<file path="src/bb_timer_pkg.sv">
package bb_timer_pkg;
    // Register offsets on the plain register port
    localparam logic [15:0] OFF_TIMEOUT_LOW   = 16'h413e;
    localparam logic [15:0] OFF_TIMEOUT_HIGH  = 16'h413f;
    localparam logic [15:0] OFF_CTRL          = 16'h4140;
    localparam logic [15:0] OFF_STATUS        = 16'h4141;
    localparam logic [15:0] OFF_DESC_BASE     = 16'h4150;
    localparam int          DESC_BYTES        = 47;
    // Descriptor byte positions inside the descriptor window
    localparam int          DESC_URL_IDX      = 3;
    localparam int          DESC_NUM_MODES    = 4;
    localparam int          DESC_VCONN_HI     = 7;
    localparam int          DESC_VERSION_LO   = 40;
    localparam int          DESC_VERSION_HI   = 41;
    localparam int          DESC_SVID_HI      = 45;
    // Reset values
    localparam logic [15:0] TIMEOUT_RESET     = 16'h07d0;
    localparam logic [7:0]  URL_IDX_RESET     = 8'h01;
    localparam logic [7:0]  NUM_MODES_RESET   = 8'h01;
    localparam logic [7:0]  VCONN_HI_RESET    = 8'h80;
    localparam logic [7:0]  VERSION_LO_RESET  = 8'h10;
    localparam logic [7:0]  VERSION_HI_RESET  = 8'h01;
    localparam logic [7:0]  SVID_HI_RESET     = 8'hff;
    // Control and status bit positions
    localparam int          CTRL_RELAXED_BIT  = 0;
    localparam int          STAT_RUN_BIT      = 0;
    localparam int          STAT_BB_BIT       = 1;
    localparam int          STAT_LINK_FAIL_BIT = 2;
    localparam int          STAT_EXPIRED_BIT  = 3;
    // Timing
    localparam int          CLK_MHZ           = 100;
    localparam int          TICK_MS           = 10;
    localparam int          TICK_CYCLES       = TICK_MS * 1000 * CLK_MHZ;
    localparam int          ACK_STRICT_US     = 3;
    localparam int          ACK_RELAXED_US    = 10;
    localparam int          ACK_STRICT_CYC    = ACK_STRICT_US * CLK_MHZ;
    localparam int          ACK_RELAXED_CYC   = ACK_RELAXED_US * CLK_MHZ;
    localparam int          DETACH_HOLD_CYC   = 4;
endpackage

</file>
<file path="src/billboard_detach_timer_b.sv">
// Chosen here: strobed register access.
`timescale 1ns/1ps
`default_nettype none
// Function
// - Start detach timer when host requests the alternate-mode string.
// - On timeout, detach billboard function and re-attach as default function.
// - Timeout is 16-bit, low and high byte registers, 10 ms per step.
// - Timeout resets to 07d0h, a 20 second delay.
// - Billboard descriptor bytes are configurable with documented defaults.
// - Link acknowledgment turnaround allows 10 us instead of 3 us.
// - Exceeded turnaround budget blocks starting communication on that link.
// - On expiry force a disconnect, emulating detach, before reconnecting.
module billboard_detach_timer_b #(
    parameter int TICK_CYCLES     = bb_timer_pkg::TICK_CYCLES,
    parameter int ACK_RELAXED_CYC = bb_timer_pkg::ACK_RELAXED_CYC,
    parameter int ACK_STRICT_CYC  = bb_timer_pkg::ACK_STRICT_CYC
) (
    input  wire logic        clk,
    input  wire logic        rst,
    input  wire logic [15:0] reg_addr,
    input  wire logic [7:0]  reg_wdata,
    input  wire logic        reg_wr,
    input  wire logic        reg_rd,
    output logic      [7:0]  reg_rdata,
    input  wire logic        billboard_mode,
    input  wire logic        alt_string_req,
    input  wire logic        ack_wait,
    input  wire logic        ack_rcvd,
    output logic             func_connect,
    output logic             func_billboard,
    output logic             link_comm_allow,
    output logic             link_timeout
);
    typedef enum logic [2:0] {ST_DEFAULT, ST_BB_IDLE, ST_BB_RUN, ST_DETACH, ST_REATTACH} state_t;

    state_t      state_r;
    logic [15:0] timeout_r;
    logic        relaxed_r;
    logic [7:0]  desc_r [bb_timer_pkg::DESC_BYTES];
    logic [31:0] tick_cnt_r;
    logic [15:0] step_cnt_r;
    logic        expired_r;
    logic [2:0]  hold_cnt_r;
    logic [31:0] ack_cnt_r;
    logic        link_fail_r;
    logic        bb_mode_meta_r;
    logic        bb_mode_sync_r;
    logic        tick;
    logic        limit_hit;
    logic [31:0] ack_limit;
    logic [15:0] desc_off;

    assign desc_off  = reg_addr - bb_timer_pkg::OFF_DESC_BASE;
    assign tick      = (state_r == ST_BB_RUN) && (tick_cnt_r == 32'(TICK_CYCLES - 1));
    assign limit_hit = tick && (step_cnt_r + 16'h0001 >= timeout_r);

    // Mode select comes from a pin; two flops before any logic reads it
    always_ff @(posedge clk or posedge rst) begin
        if (rst) begin
            bb_mode_meta_r <= 1'b0;
            bb_mode_sync_r <= 1'b0;
        end else begin
            bb_mode_meta_r <= billboard_mode;
            bb_mode_sync_r <= bb_mode_meta_r;
        end
    end

    // Registers, timeout low and high bytes
    always_ff @(posedge clk or posedge rst) begin
        if (rst) begin
            timeout_r <= bb_timer_pkg::TIMEOUT_RESET;
            relaxed_r <= 1'b1;
        end else if (reg_wr) begin
            if (reg_addr == bb_timer_pkg::OFF_TIMEOUT_LOW)
                timeout_r[7:0] <= reg_wdata;
            if (reg_addr == bb_timer_pkg::OFF_TIMEOUT_HIGH)
                timeout_r[15:8] <= reg_wdata;
            if (reg_addr == bb_timer_pkg::OFF_CTRL)
                relaxed_r <= reg_wdata[bb_timer_pkg::CTRL_RELAXED_BIT];
        end
    end

    // Descriptor storage
    always_ff @(posedge clk or posedge rst) begin
        if (rst) begin
            for (int i = 0; i < bb_timer_pkg::DESC_BYTES; i++)
                desc_r[i] <= 8'h00;
            desc_r[bb_timer_pkg::DESC_URL_IDX]    <= bb_timer_pkg::URL_IDX_RESET;
            desc_r[bb_timer_pkg::DESC_NUM_MODES]  <= bb_timer_pkg::NUM_MODES_RESET;
            desc_r[bb_timer_pkg::DESC_VCONN_HI]   <= bb_timer_pkg::VCONN_HI_RESET;
            desc_r[bb_timer_pkg::DESC_VERSION_LO] <= bb_timer_pkg::VERSION_LO_RESET;
            desc_r[bb_timer_pkg::DESC_VERSION_HI] <= bb_timer_pkg::VERSION_HI_RESET;
            desc_r[bb_timer_pkg::DESC_SVID_HI]    <= bb_timer_pkg::SVID_HI_RESET;
        end else if (reg_wr && reg_addr >= bb_timer_pkg::OFF_DESC_BASE
                     && desc_off < 16'(bb_timer_pkg::DESC_BYTES)) begin
            desc_r[desc_off[5:0]] <= reg_wdata;
        end
    end

    // Read data, one cycle after the strobe
    always_ff @(posedge clk or posedge rst) begin
        if (rst) begin
            reg_rdata <= 8'h00;
        end else if (reg_rd) begin
            if (reg_addr == bb_timer_pkg::OFF_TIMEOUT_LOW)
                reg_rdata <= timeout_r[7:0];
            else if (reg_addr == bb_timer_pkg::OFF_TIMEOUT_HIGH)
                reg_rdata <= timeout_r[15:8];
            else if (reg_addr == bb_timer_pkg::OFF_CTRL)
                reg_rdata <= {7'h00, relaxed_r};
            else if (reg_addr == bb_timer_pkg::OFF_STATUS)
                reg_rdata <= {4'h0, expired_r, link_fail_r, func_billboard, state_r == ST_BB_RUN};
            else if (reg_addr >= bb_timer_pkg::OFF_DESC_BASE && desc_off < 16'(bb_timer_pkg::DESC_BYTES))
                reg_rdata <= desc_r[desc_off[5:0]];
            else
                reg_rdata <= 8'h00;
        end else begin
            reg_rdata <= 8'h00;
        end
    end

    // Function attach state
    always_ff @(posedge clk or posedge rst) begin
        if (rst) begin
            state_r <= ST_DEFAULT;
        end else begin
            unique case (state_r)
                ST_DEFAULT:  if (bb_mode_sync_r) state_r <= ST_BB_IDLE;
                ST_BB_IDLE:  if (alt_string_req) state_r <= ST_BB_RUN;
                ST_BB_RUN:   if (limit_hit) state_r <= ST_DETACH;
                ST_DETACH:   if (hold_cnt_r == 3'(bb_timer_pkg::DETACH_HOLD_CYC - 1))
                                 state_r <= ST_REATTACH;
                ST_REATTACH: state_r <= ST_DEFAULT;
            endcase
        end
    end

    // Disconnect hold time
    always_ff @(posedge clk or posedge rst) begin
        if (rst)
            hold_cnt_r <= 3'h0;
        else if (state_r == ST_DETACH)
            hold_cnt_r <= hold_cnt_r + 3'h1;
        else
            hold_cnt_r <= 3'h0;
    end

    // Tick prescaler and step counter, cleared outside a run
    always_ff @(posedge clk or posedge rst) begin
        if (rst) begin
            tick_cnt_r <= 32'h0;
            step_cnt_r <= 16'h0;
        end else if (state_r != ST_BB_RUN) begin
            tick_cnt_r <= 32'h0;
            step_cnt_r <= 16'h0;
        end else if (tick) begin
            tick_cnt_r <= 32'h0;
            step_cnt_r <= step_cnt_r + 16'h1;
        end else begin
            tick_cnt_r <= tick_cnt_r + 32'h1;
        end
    end

    // Sticky expiry flag; set wins, cleared by writing status with bit 3 set
    always_ff @(posedge clk or posedge rst) begin
        if (rst)
            expired_r <= 1'b0;
        else if (limit_hit)
            expired_r <= 1'b1;
        else if (reg_wr && reg_addr == bb_timer_pkg::OFF_STATUS && reg_wdata[bb_timer_pkg::STAT_EXPIRED_BIT])
            expired_r <= 1'b0;
    end

    assign func_connect   = (state_r != ST_DETACH);
    assign func_billboard = (state_r == ST_BB_IDLE) || (state_r == ST_BB_RUN);

    // Link turnaround watchdog
    assign ack_limit = relaxed_r ? 32'(ACK_RELAXED_CYC) : 32'(ACK_STRICT_CYC);
    always_ff @(posedge clk or posedge rst) begin
        if (rst) begin
            ack_cnt_r   <= 32'h0;
            link_fail_r <= 1'b0;
        end else if (ack_rcvd || !ack_wait) begin
            ack_cnt_r <= 32'h0;
            if (ack_rcvd)
                link_fail_r <= 1'b0;
        end else if (ack_cnt_r >= ack_limit - 32'h1) begin
            link_fail_r <= 1'b1;
        end else begin
            ack_cnt_r <= ack_cnt_r + 32'h1;
        end
    end

    assign link_comm_allow = !link_fail_r;
    assign link_timeout    = link_fail_r;
endmodule
`default_nettype wire
</file>
<file path="config.mk">
export PLATFORM = sky130hd
export DESIGN_NAME = billboard_detach_timer_b
export DESIGN_NICKNAME = d
export VERILOG_FILES = /design/src/bb_timer_pkg.sv /design/src/billboard_detach_timer_b.sv
export SDC_FILE = /design/constraint.sdc
export NUM_CORES = 1
export LEC_CHECK = 0
export BUFFER_PORTS_ARGS = -buffer_cell sky130_fd_sc_hd__buf_2
export CORE_MARGIN = 2
export CORE_UTILIZATION = 65
export CTS_BUF_LIST = sky130_fd_sc_hd__clkbuf_2 sky130_fd_sc_hd__clkbuf_4 sky130_fd_sc_hd__clkbuf_8
export DETAILED_ROUTE_END_ITERATION = 7
export PLACE_DENSITY_LB_ADDON = 0.25
export SLEW_MARGIN = 10
export SYNTH_ARGS = -nofsm -noshare
export SYNTH_HDL_FRONTEND = slang
export SYNTH_SLANG_ARGS = --single-unit
</file>
<file path="constraint.sdc">
create_clock -name clk -period 36.8 [get_ports clk]
set_input_delay 5.52 -clock clk [delete_from_list [all_inputs] [get_ports clk]]
set_output_delay 5.52 -clock clk [all_outputs]
set_load 0.005 [all_outputs]
</file>
==> results of run 1 <==
## area by class of cell
cell class                 count  area, um2  area share
clock buffer                 124       1530      0.0599
clock inverter                16        191     0.00749
tap                          461        577      0.0226
inverter                      36        143     0.00558
multi-input combinational   1244      10400       0.407
antenna                        2       5.00    0.000196
timing repair buffer          64        390      0.0153
sequential                   491      12300       0.482
## path summary, 6_finish.rpt
path	slack, ps	startpoint	cells past startpoint	end
worst min register to register	350	bb_mode_meta_r	0	bb_mode_sync_r
worst max-delay path	27750	reg_addr[1]	9	reg_rdata[1]
min in group asynchronous	5030	rst	2	tick_cnt_r[10]
max in group asynchronous	29470	rst	4	desc_r[55]
worst max register to register	33400	step_cnt_r[0]	12	expired_r
worst min-delay path	350	bb_mode_meta_r	0	bb_mode_sync_r
## cells in the mapped netlist (15+ instances only)
| cell type | count | area [um2] |
|---|---|---|
| and2_1 | 24 | 150 |
| o221ai_1 | 24 | 210 |
| ha_1 | 30 | 375 |
| a211oi_1 | 16 | 120 |
| a21oi_1 | 38 | 190 |
| nand2_1 | 97 | 364 |
| o21ai_0 | 40 | 200 |
| dfstp_2 | 20 | 526 |
| clkbuf_1 | 97 | 364 |
| nor2_1 | 89 | 334 |
| or3_1 | 15 | 93.8 |
| and3_1 | 16 | 100 |
| xor2_1 | 35 | 307 |
| o22ai_1 | 51 | 319 |
| nand3_1 | 30 | 150 |
| inv_1 | 35 | 131 |
| mux2i_1 | 37 | 370 |
| mux2_2 | 445 | 5010 |
| a221oi_1 | 25 | 219 |
| nand4_1 | 19 | 119 |
| xnor2_1 | 20 | 175 |
| dfrtp_1 | 471 | 11800 |
## metrics by stage
stage | setup slack (ps) | cells | hold slack [ps] | total power [W]
floorplan | 17610 | 1892 | 331 | 0.000606
global placement | 27300 | 2296 | 345 | 0.000633
detailed placement | 27290 | 2296 | 338 | 0.000634
CTS | 27920 | 2436 | 359 | 0.00114
global route | 27710 | 2437 | 369 | 0.00117
finish | 27750 | 2438 | 354 | 0.00114
## sequential cells by signal (all words and copies together) (netlist names)
name / count
expired_r: 1
step_cnt_r: 16
relaxed_r: 1
ack_cnt_r: 32
link_timeout: 1
bb_mode_meta_r: 1
bb_mode_sync_r: 1
tick_cnt_r: 32
timeout_r: 16
desc_r: 376
reg_rdata: 8
state_r: 3
hold_cnt_r: 3
## critical path: stages
cell	delay, ps
buf_4	340
buf_4	520
buf_4	570
nand2b_1	600
nor2_1	430
a2111oi_0	490
nor2_1	80
a221oi_1	630
o21ai_0	290
## power by group through the flow
stage	sequential [W]	combinational, W	clock (W)
after floorplan	0.000556	0.0000502	0
after global placement	0.000556	0.0000766	0
after detailed placement	0.000557	0.0000778	0
after CTS	0.000547	0.0000783	0.000515
after global routing	0.000547	0.0000855	0.000538
final	0.000547	0.0000793	0.000509
## kinds of logic (layout without fill, tap and decap cells)
logic type | after synthesis | in the layout | share of synthesized area
xor gates and xnor gates | 55 | 55 | 0.0207
AOI/OAI and AO/OA | 283 | 283 | 0.0850
DFF | 491 | 491 | 0.528
adders and majority gates | 30 | 30 | 0.0161
muxes | 493 | 493 | 0.240
other | 0 | 2 | 0
and+or+nand+nor | 383 | 383 | 0.0842
buffers and inverters | 157 | 240 | 0.0261
## per-layer routing
| metal | track usage | up-vias |
|---|---|---|
| li1 | - | 7009 |
| met1 | 0.447 | 8377 |
| met2 | 0.505 | 851 |
| met3 | 0.0821 | 226 |
| met4 | 0.159 | 0 |
| met5 | 0 | - |
==> qor.yml, run 1 <==
status: "finished clean"
drt-met1-wl_um: 24300
p_clk_frac: 0.448
overflow: 0
wl_per_cell_um: 25.1
areaGrowthSynthToFinish_pct: 9.62
cts_root_buffer: "clkbuf_8"
pwr-share-comb: 0.070
path_clk_slew_ps: 60
ir_worst_vdd_mv: 0.0712
drc: 0
final_layout_size_suffix_gt1_frac: 0.353
fin_area_um2: 25600
required_ps: 37260
synth-async-reset-ratio: 1.00
cts-buffers-inserted: 79
postSynthAreaPerCell_um2: 12.3
clock_latency_ps: 640
die_y_um: 193
via_per_inst: 6.75
layout_common_cells: "dfrtp_1 (471), mux2_2 (445), nand2_1 (97), clkbuf_8 (96), nor2_1 (89)"
swShare: 0.248
p_switching_w: 0.000282
synth_ff_type: "dfrtp_1"
yosysUniqueCellTypes: 69
clock_sinks: 491
crit_arrival_ps: 9510
fmax_mhz: 111
firstDrtPassIters: 7
clock_path_buffers: 3
dr_wl_met3_um: 5660
synth-seq-cells: 491
die_w_um: 193
synthesis.instances: 1892
synth-edff-count: 0
ios: 44
postCtsHoldBufs: 0
port_buffers: 43
post-route-util: 0.720
p_int_w: 0.000854
path_class: "input port to flop"
htreeDepth: 3
cp-start-kind: "input port"
nets: 1978
powerDensity_nw_per_um2: 44.4
cts_tree: "yes"
initial_core_util: 0.657
rsz0062_at_grt: "false"
setup_tns_ps: 0
core.rowCount: 69
yosysSeqAreaShare: 0.528
dr.first_iter.drc_count: 1539
grt_usage: 0.330
report.final.slew_viol_count: 0
grt_pass1_wl_um: 96200
crit_fanout: 40
timing.max_cap.violations: 0
power_frac_seq: 0.482
die_area_um2: 37400
slew-limit-headroom: 0.195
fill_cells: 2392
grt_pass1_vias: 16800
syn_area_um2: 23300
grt_max_degree: 156
ys.warnings.count: 0
synth_nets: 1954
dp_hpwl_um: 38200
antenna_left: 0
final_common_cell: "dfrtp_1"
endpoint_kind: "flop"
highest_layer: "met4"
wl_met2_um: 28100
placeableCoreArea_um2: 35500
post_cts_buffers: 0
hold_viol_final: 0
worstMarginPinSlew_ps: 1210
postPlaceCellArea_um2: 23800
leakage_nw: 12.5
cts_repair_resize_count: 0
finalSetupViolations: 0
fin_skew_ps: 12.5
vias: 16500
period_share: 0.246
min_period_ps: 9050
hp-class: "flop to flop"
gp_congestion: 0.892
antenna_found_initial: 3
routed_wirelength_um: 61200
No activity file was read; power rests on OpenSTA's default activity.
==> inputs of run 2 (changes only) <==
- CORE_UTILIZATION: 65 -> 59
- clock period: 36.8 -> 7.5 ns (I/O delays scaled with it)
==> qor.yml, run 2 (synthesis results as in run 1) <==
antenna_found_initial: 0
placed_cells: 2353
fin_skew_ps: 23.2
dp_hpwl_um: 39300
crit_path_cell_trace: "buf_2 -> buf_4 -> nand2b_1 -> o22ai_1 -> a2111oi_0 -> a211oi_1 -> o31a_1 -> o41ai_1"
report.final.slew_viol_count: 0
largest_register: "desc_r"
setup_tns_ps: 0
timing.max_cap.violations: 0
layout.cells.non_filler: 2498
path_clk_slew_ps: 70
htreeDepth: 3
antenna_cells: 0
largestRegisters: "desc_r x376, ack_cnt_r x32, tick_cnt_r x32"
cp-start-kind: "input port"
ios: 44
leakage_nw: 12.5
final_layout_size_suffix_gt1_frac: 0.355
dr.first_iter.drc_count: 1271
fmax_mhz: 246
cpLargestDelayFamily: "compound AO/OA/AOI/OAI gates"
antenna_left: 0
endpoint_kind: "flop"
layout_common_cells: "dfrtp_1 (471), mux2_2 (445), clkbuf_8 (99), nand2_1 (97), nor2_1 (89)"
grt_max_degree: 179
placeableCoreArea_um2: 38800
areaGrowthSynthToFinish_pct: 9.85
hp-class: "flop to flop"
post-route-util: 0.660
crit_fanout: 38
cts_root_buffer: "clkbuf_8"
clock_sinks: 491
clock_path_buffers: 3
worst-path-buf-inv: 2
rsz0062_at_grt: "false"
cts_repair_resize_count: 0
grt_usage: 0.310
finalSetupViolations: 0
nets: 1979
port_buffers: 43
post_cts_buffers: 0
wl_per_cell_um: 25.0
grt_pass1_wl_um: 97700
cpMaxStageDelayCell: "buf_2"
routed_wirelength_um: 62400
cts_tree: "yes"
powerDensity_nw_per_um2: 215
die_area_um2: 41100
firstDrtPassIters: 5
min_period_ps: 4070
final_common_cell: "dfrtp_1"
postCtsHoldBufs: 0
vias: 16200
largest_reg_flops: 376
via_per_inst: 6.49
drc: 0
ir_worst_vdd_mv: 0.181
slew-limit-headroom: 0.216
core.rowCount: 72
gp_congestion: 0.961
startpoint: "reg_addr[2]"
crit_arrival_ps: 4610
overflow: 0
initial_core_util: 0.601
hold_viol_final: 0
die_w_um: 203
status: "finished clean"
period_share: 0.543
clock_latency_ps: 640
r2r-start: "step_cnt_r[0]"
path_class: "input port to flop"
cts-buffers-inserted: 80
die_y_um: 203
worstMarginPinSlew_ps: 1180
critical-path-max-stage-delay_ps: 710
grt_pass1_vias: 16800
hold_start: "bb_mode_meta_r"
required_ps: 8040
## run 2: worst reg2reg max path: cells and delay by family, from the launching register on
kind            cells  cell delay, ps
compound gates      5             830
xor+xnor            1             140
fa+ha+maj           2             530
flops               1             430
simple gates        4            1220
## run 2: stage by stage
step / hold WS (ps) / power [W] / instance area (um2) / setup WS (ps)
2_1_floorplan: 331 / 0.00298 / 23300 / -267
3_3_place_gp: 410 / 0.00311 / 23900 / 2840
3_5_place_dp: 399 / 0.00311 / 23900 / 2910
4_1_cts: 421 / 0.00553 / 25600 / 3580
5_1_grt: 418 / 0.00570 / 25600 / 3450
6_report: 418 / 0.00551 / 25600 / 3430
## run 2: final timing paths
path / to / cells past startpoint / slack (ps)
worst min-delay path: bb_mode_sync_r / 0 / 420
worst min register to register: bb_mode_sync_r / 0 / 420
min in group asynchronous: desc_r[185] / 2 / 500
max in group asynchronous: desc_r[53] / 3 / 5650
worst max register to register: expired_r / 12 / 4230
worst max-delay path: reg_rdata[0] / 8 / 3430
## run 2: cell type report
cell class / instances / area (um2)
Clock buffer: 134 / 1630
Clock inverter: 11 / 63.8
Fill cell: 2898 / 13200
Timing Repair Buffer: 64 / 415
Tap cell: 518 / 648
Multi-Input combinational cell: 1244 / 10400
Inverter: 36 / 139
Sequential cell: 491 / 12300
## run 2: routing by layer
metal | global-route usage | vias to the layer above | part of all wire
li1 | - | 7033 | -
met1 | 0.410 | 8249 | 0.41
met2 | 0.481 | 719 | 0.46
met3 | 0.0801 | 217 | 0.087
met4 | 0.148 | 0 | 0.049
met5 | 0 | - | 0
## run 2: power breakdown
group | internal, W | leakage (nW) | switching [W]
Sequential | 0.00267 | 6.77 | 0.0000175
Clock | 0.00136 | 0.909 | 0.00107
Combinational | 0.0000888 | 4.80 | 0.000301
Total | 0.00412 | 12.5 | 0.00139
==> inputs of run 3 (changes only) <==
- CORE_UTILIZATION: 59 -> 65
- clock period: 7.5 -> 3.75 ns (I/O delays scaled with it)
==> qor.yml, run 3 (synthesis results as in run 1) <==
status: "finished clean"
p_total_w: 0.0111
ios: 44
hp-class: "input port to asynchronous set/reset pin"
fmax_mhz: 294
final_layout_size_suffix_gt1_frac: 0.375
grt_pass1_vias: 17300
layout_common_cells: "dfrtp_1 (471), mux2_2 (445), clkbuf_8 (100), nand2_1 (97), nor2_1 (89)"
initial_core_util: 0.657
path_class: "flop to flop"
post-route-util: 0.736
overflow: 0
cpMaxStageDelayCell: "nor4_1"
die_area_um2: 37400
cts-buffers-inserted: 81
dr.first_iter.drc_count: 1522
antenna_found_initial: 1
worst-path-buf-inv: 0
clock_path_buffers: 3
firstDrtPassIters: 5
cp-start-kind: "flop"
path_clk_slew_ps: 60
clock_sinks: 491
grt_pass1_wl_um: 98800
finalSetupViolations: 0
antenna_left: 0
postCtsHoldBufs: 0
hold_viol_final: 0
wl_per_cell_um: 25.0
gp_congestion: 0.923
min_period_ps: 3400
largest_reg_flops: 376
timing.final.ws_setup_ps: 350
post_cts_buffers: 0
placeableCoreArea_um2: 35500
routed_wirelength_um: 62600
port_buffers: 43
areaGrowthSynthToFinish_pct: 11.9
worstMarginPinSlew_ps: 1210
final_common_cell: "dfrtp_1"
cts_repair_resize_count: 0
endpoint_kind: "flop"
nets: 2042
grt_usage: 0.341
crit_path_cell_trace: "ha_1 -> nand3_1 -> nor4_1 -> and3_1 -> nand3_1 -> xnor2_1 -> ha_1 -> a21o_1 -> a21oi_1 -> o31ai_1 -> o211ai_1 -> o21ai_0"
place_ws_ps: 303
vias: 16700
fin_skew_ps: 31.4
required_ps: 4250
powerDensity_nw_per_um2: 427
cpLargestDelayFamily: "simple AND/OR/NAND/NOR gates"
largestRegisters: "desc_r x376, ack_cnt_r x32, tick_cnt_r x32"
die_w_um: 193
leakage_nw: 12.8
period_share: 0.907
report.final.slew_viol_count: 0
htreeDepth: 3
core.rowCount: 69
die_y_um: 193
via_per_inst: 6.66
antenna_cells: 0
timing.max_cap.violations: 0
grt_max_degree: 103
drc: 0
cts_tree: "yes"
cts_root_buffer: "clkbuf_8"
ir_worst_vdd_mv: 0.422
crit_arrival_ps: 3900
slew-limit-headroom: 0.192
crit_fanout: 5
rsz0062_at_grt: "false"
clock_latency_ps: 660
largest_register: "desc_r"
critical-path-max-stage-delay_ps: 620
dp_hpwl_um: 41000
## run 3: through the flow
stage,cell area [um2],hold WS (ps),std cells,TNS [ps]
finish,26100,4.01,2507,0
global route,26100,10.5,2507,0
CTS,26100,3.03,2507,0
detailed placement,24400,347,2358,0
global placement,24400,345,2358,0
floorplan,23300,331,1892,-1659260
## run 3: worst register-to-register path, cell delays in order (launching register included)
cell and delay (ps):
dfrtp_1 440, ha_1 240, nand3_1 200, nor4_1 620, and3_1 340, nand3_1 130, xnor2_1 200, ha_1 270
a21o_1 160, a21oi_1 200, o31ai_1 110, o211ai_1 260, o21ai_0 130
## run 3: area by class of cell
type | instances | area, um2
well taps | 461 | 577
repair buffers | 126 | 943
flip-flops and latches | 491 | 12300
fillers | 2367 | 9380
inverters | 36 | 139
multi-input cells | 1244 | 10400
clock buffers | 134 | 1630
clock inverters | 15 | 93.8
## run 3: worst paths after layout
kind                                      from              to  slack (ps)  cells past startpoint
worst max-delay path             step_cnt_r[0]       expired_r         350                     12
worst min-delay path                       rst     desc_r[242]           4                      2
worst max register to register   step_cnt_r[0]       expired_r         350                     12
worst min register to register  bb_mode_meta_r  bb_mode_sync_r         360                      0
max in group asynchronous                  rst      desc_r[52]        2670                      4
min in group clk                billboard_mode  bb_mode_meta_r          40                      1
## run 3: power by group
part / switching, W / internal [W]
clock network: 0.00217 / 0.00275
logic: 0.000624 / 0.000223
registers: 0.0000341 / 0.00533
## run 3: per-layer routing
layer,track usage,routed length (um)
met5,0,13
met4,0.164,3150
met3,0.0812,5970
met2,0.527,28900
met1,0.457,24600
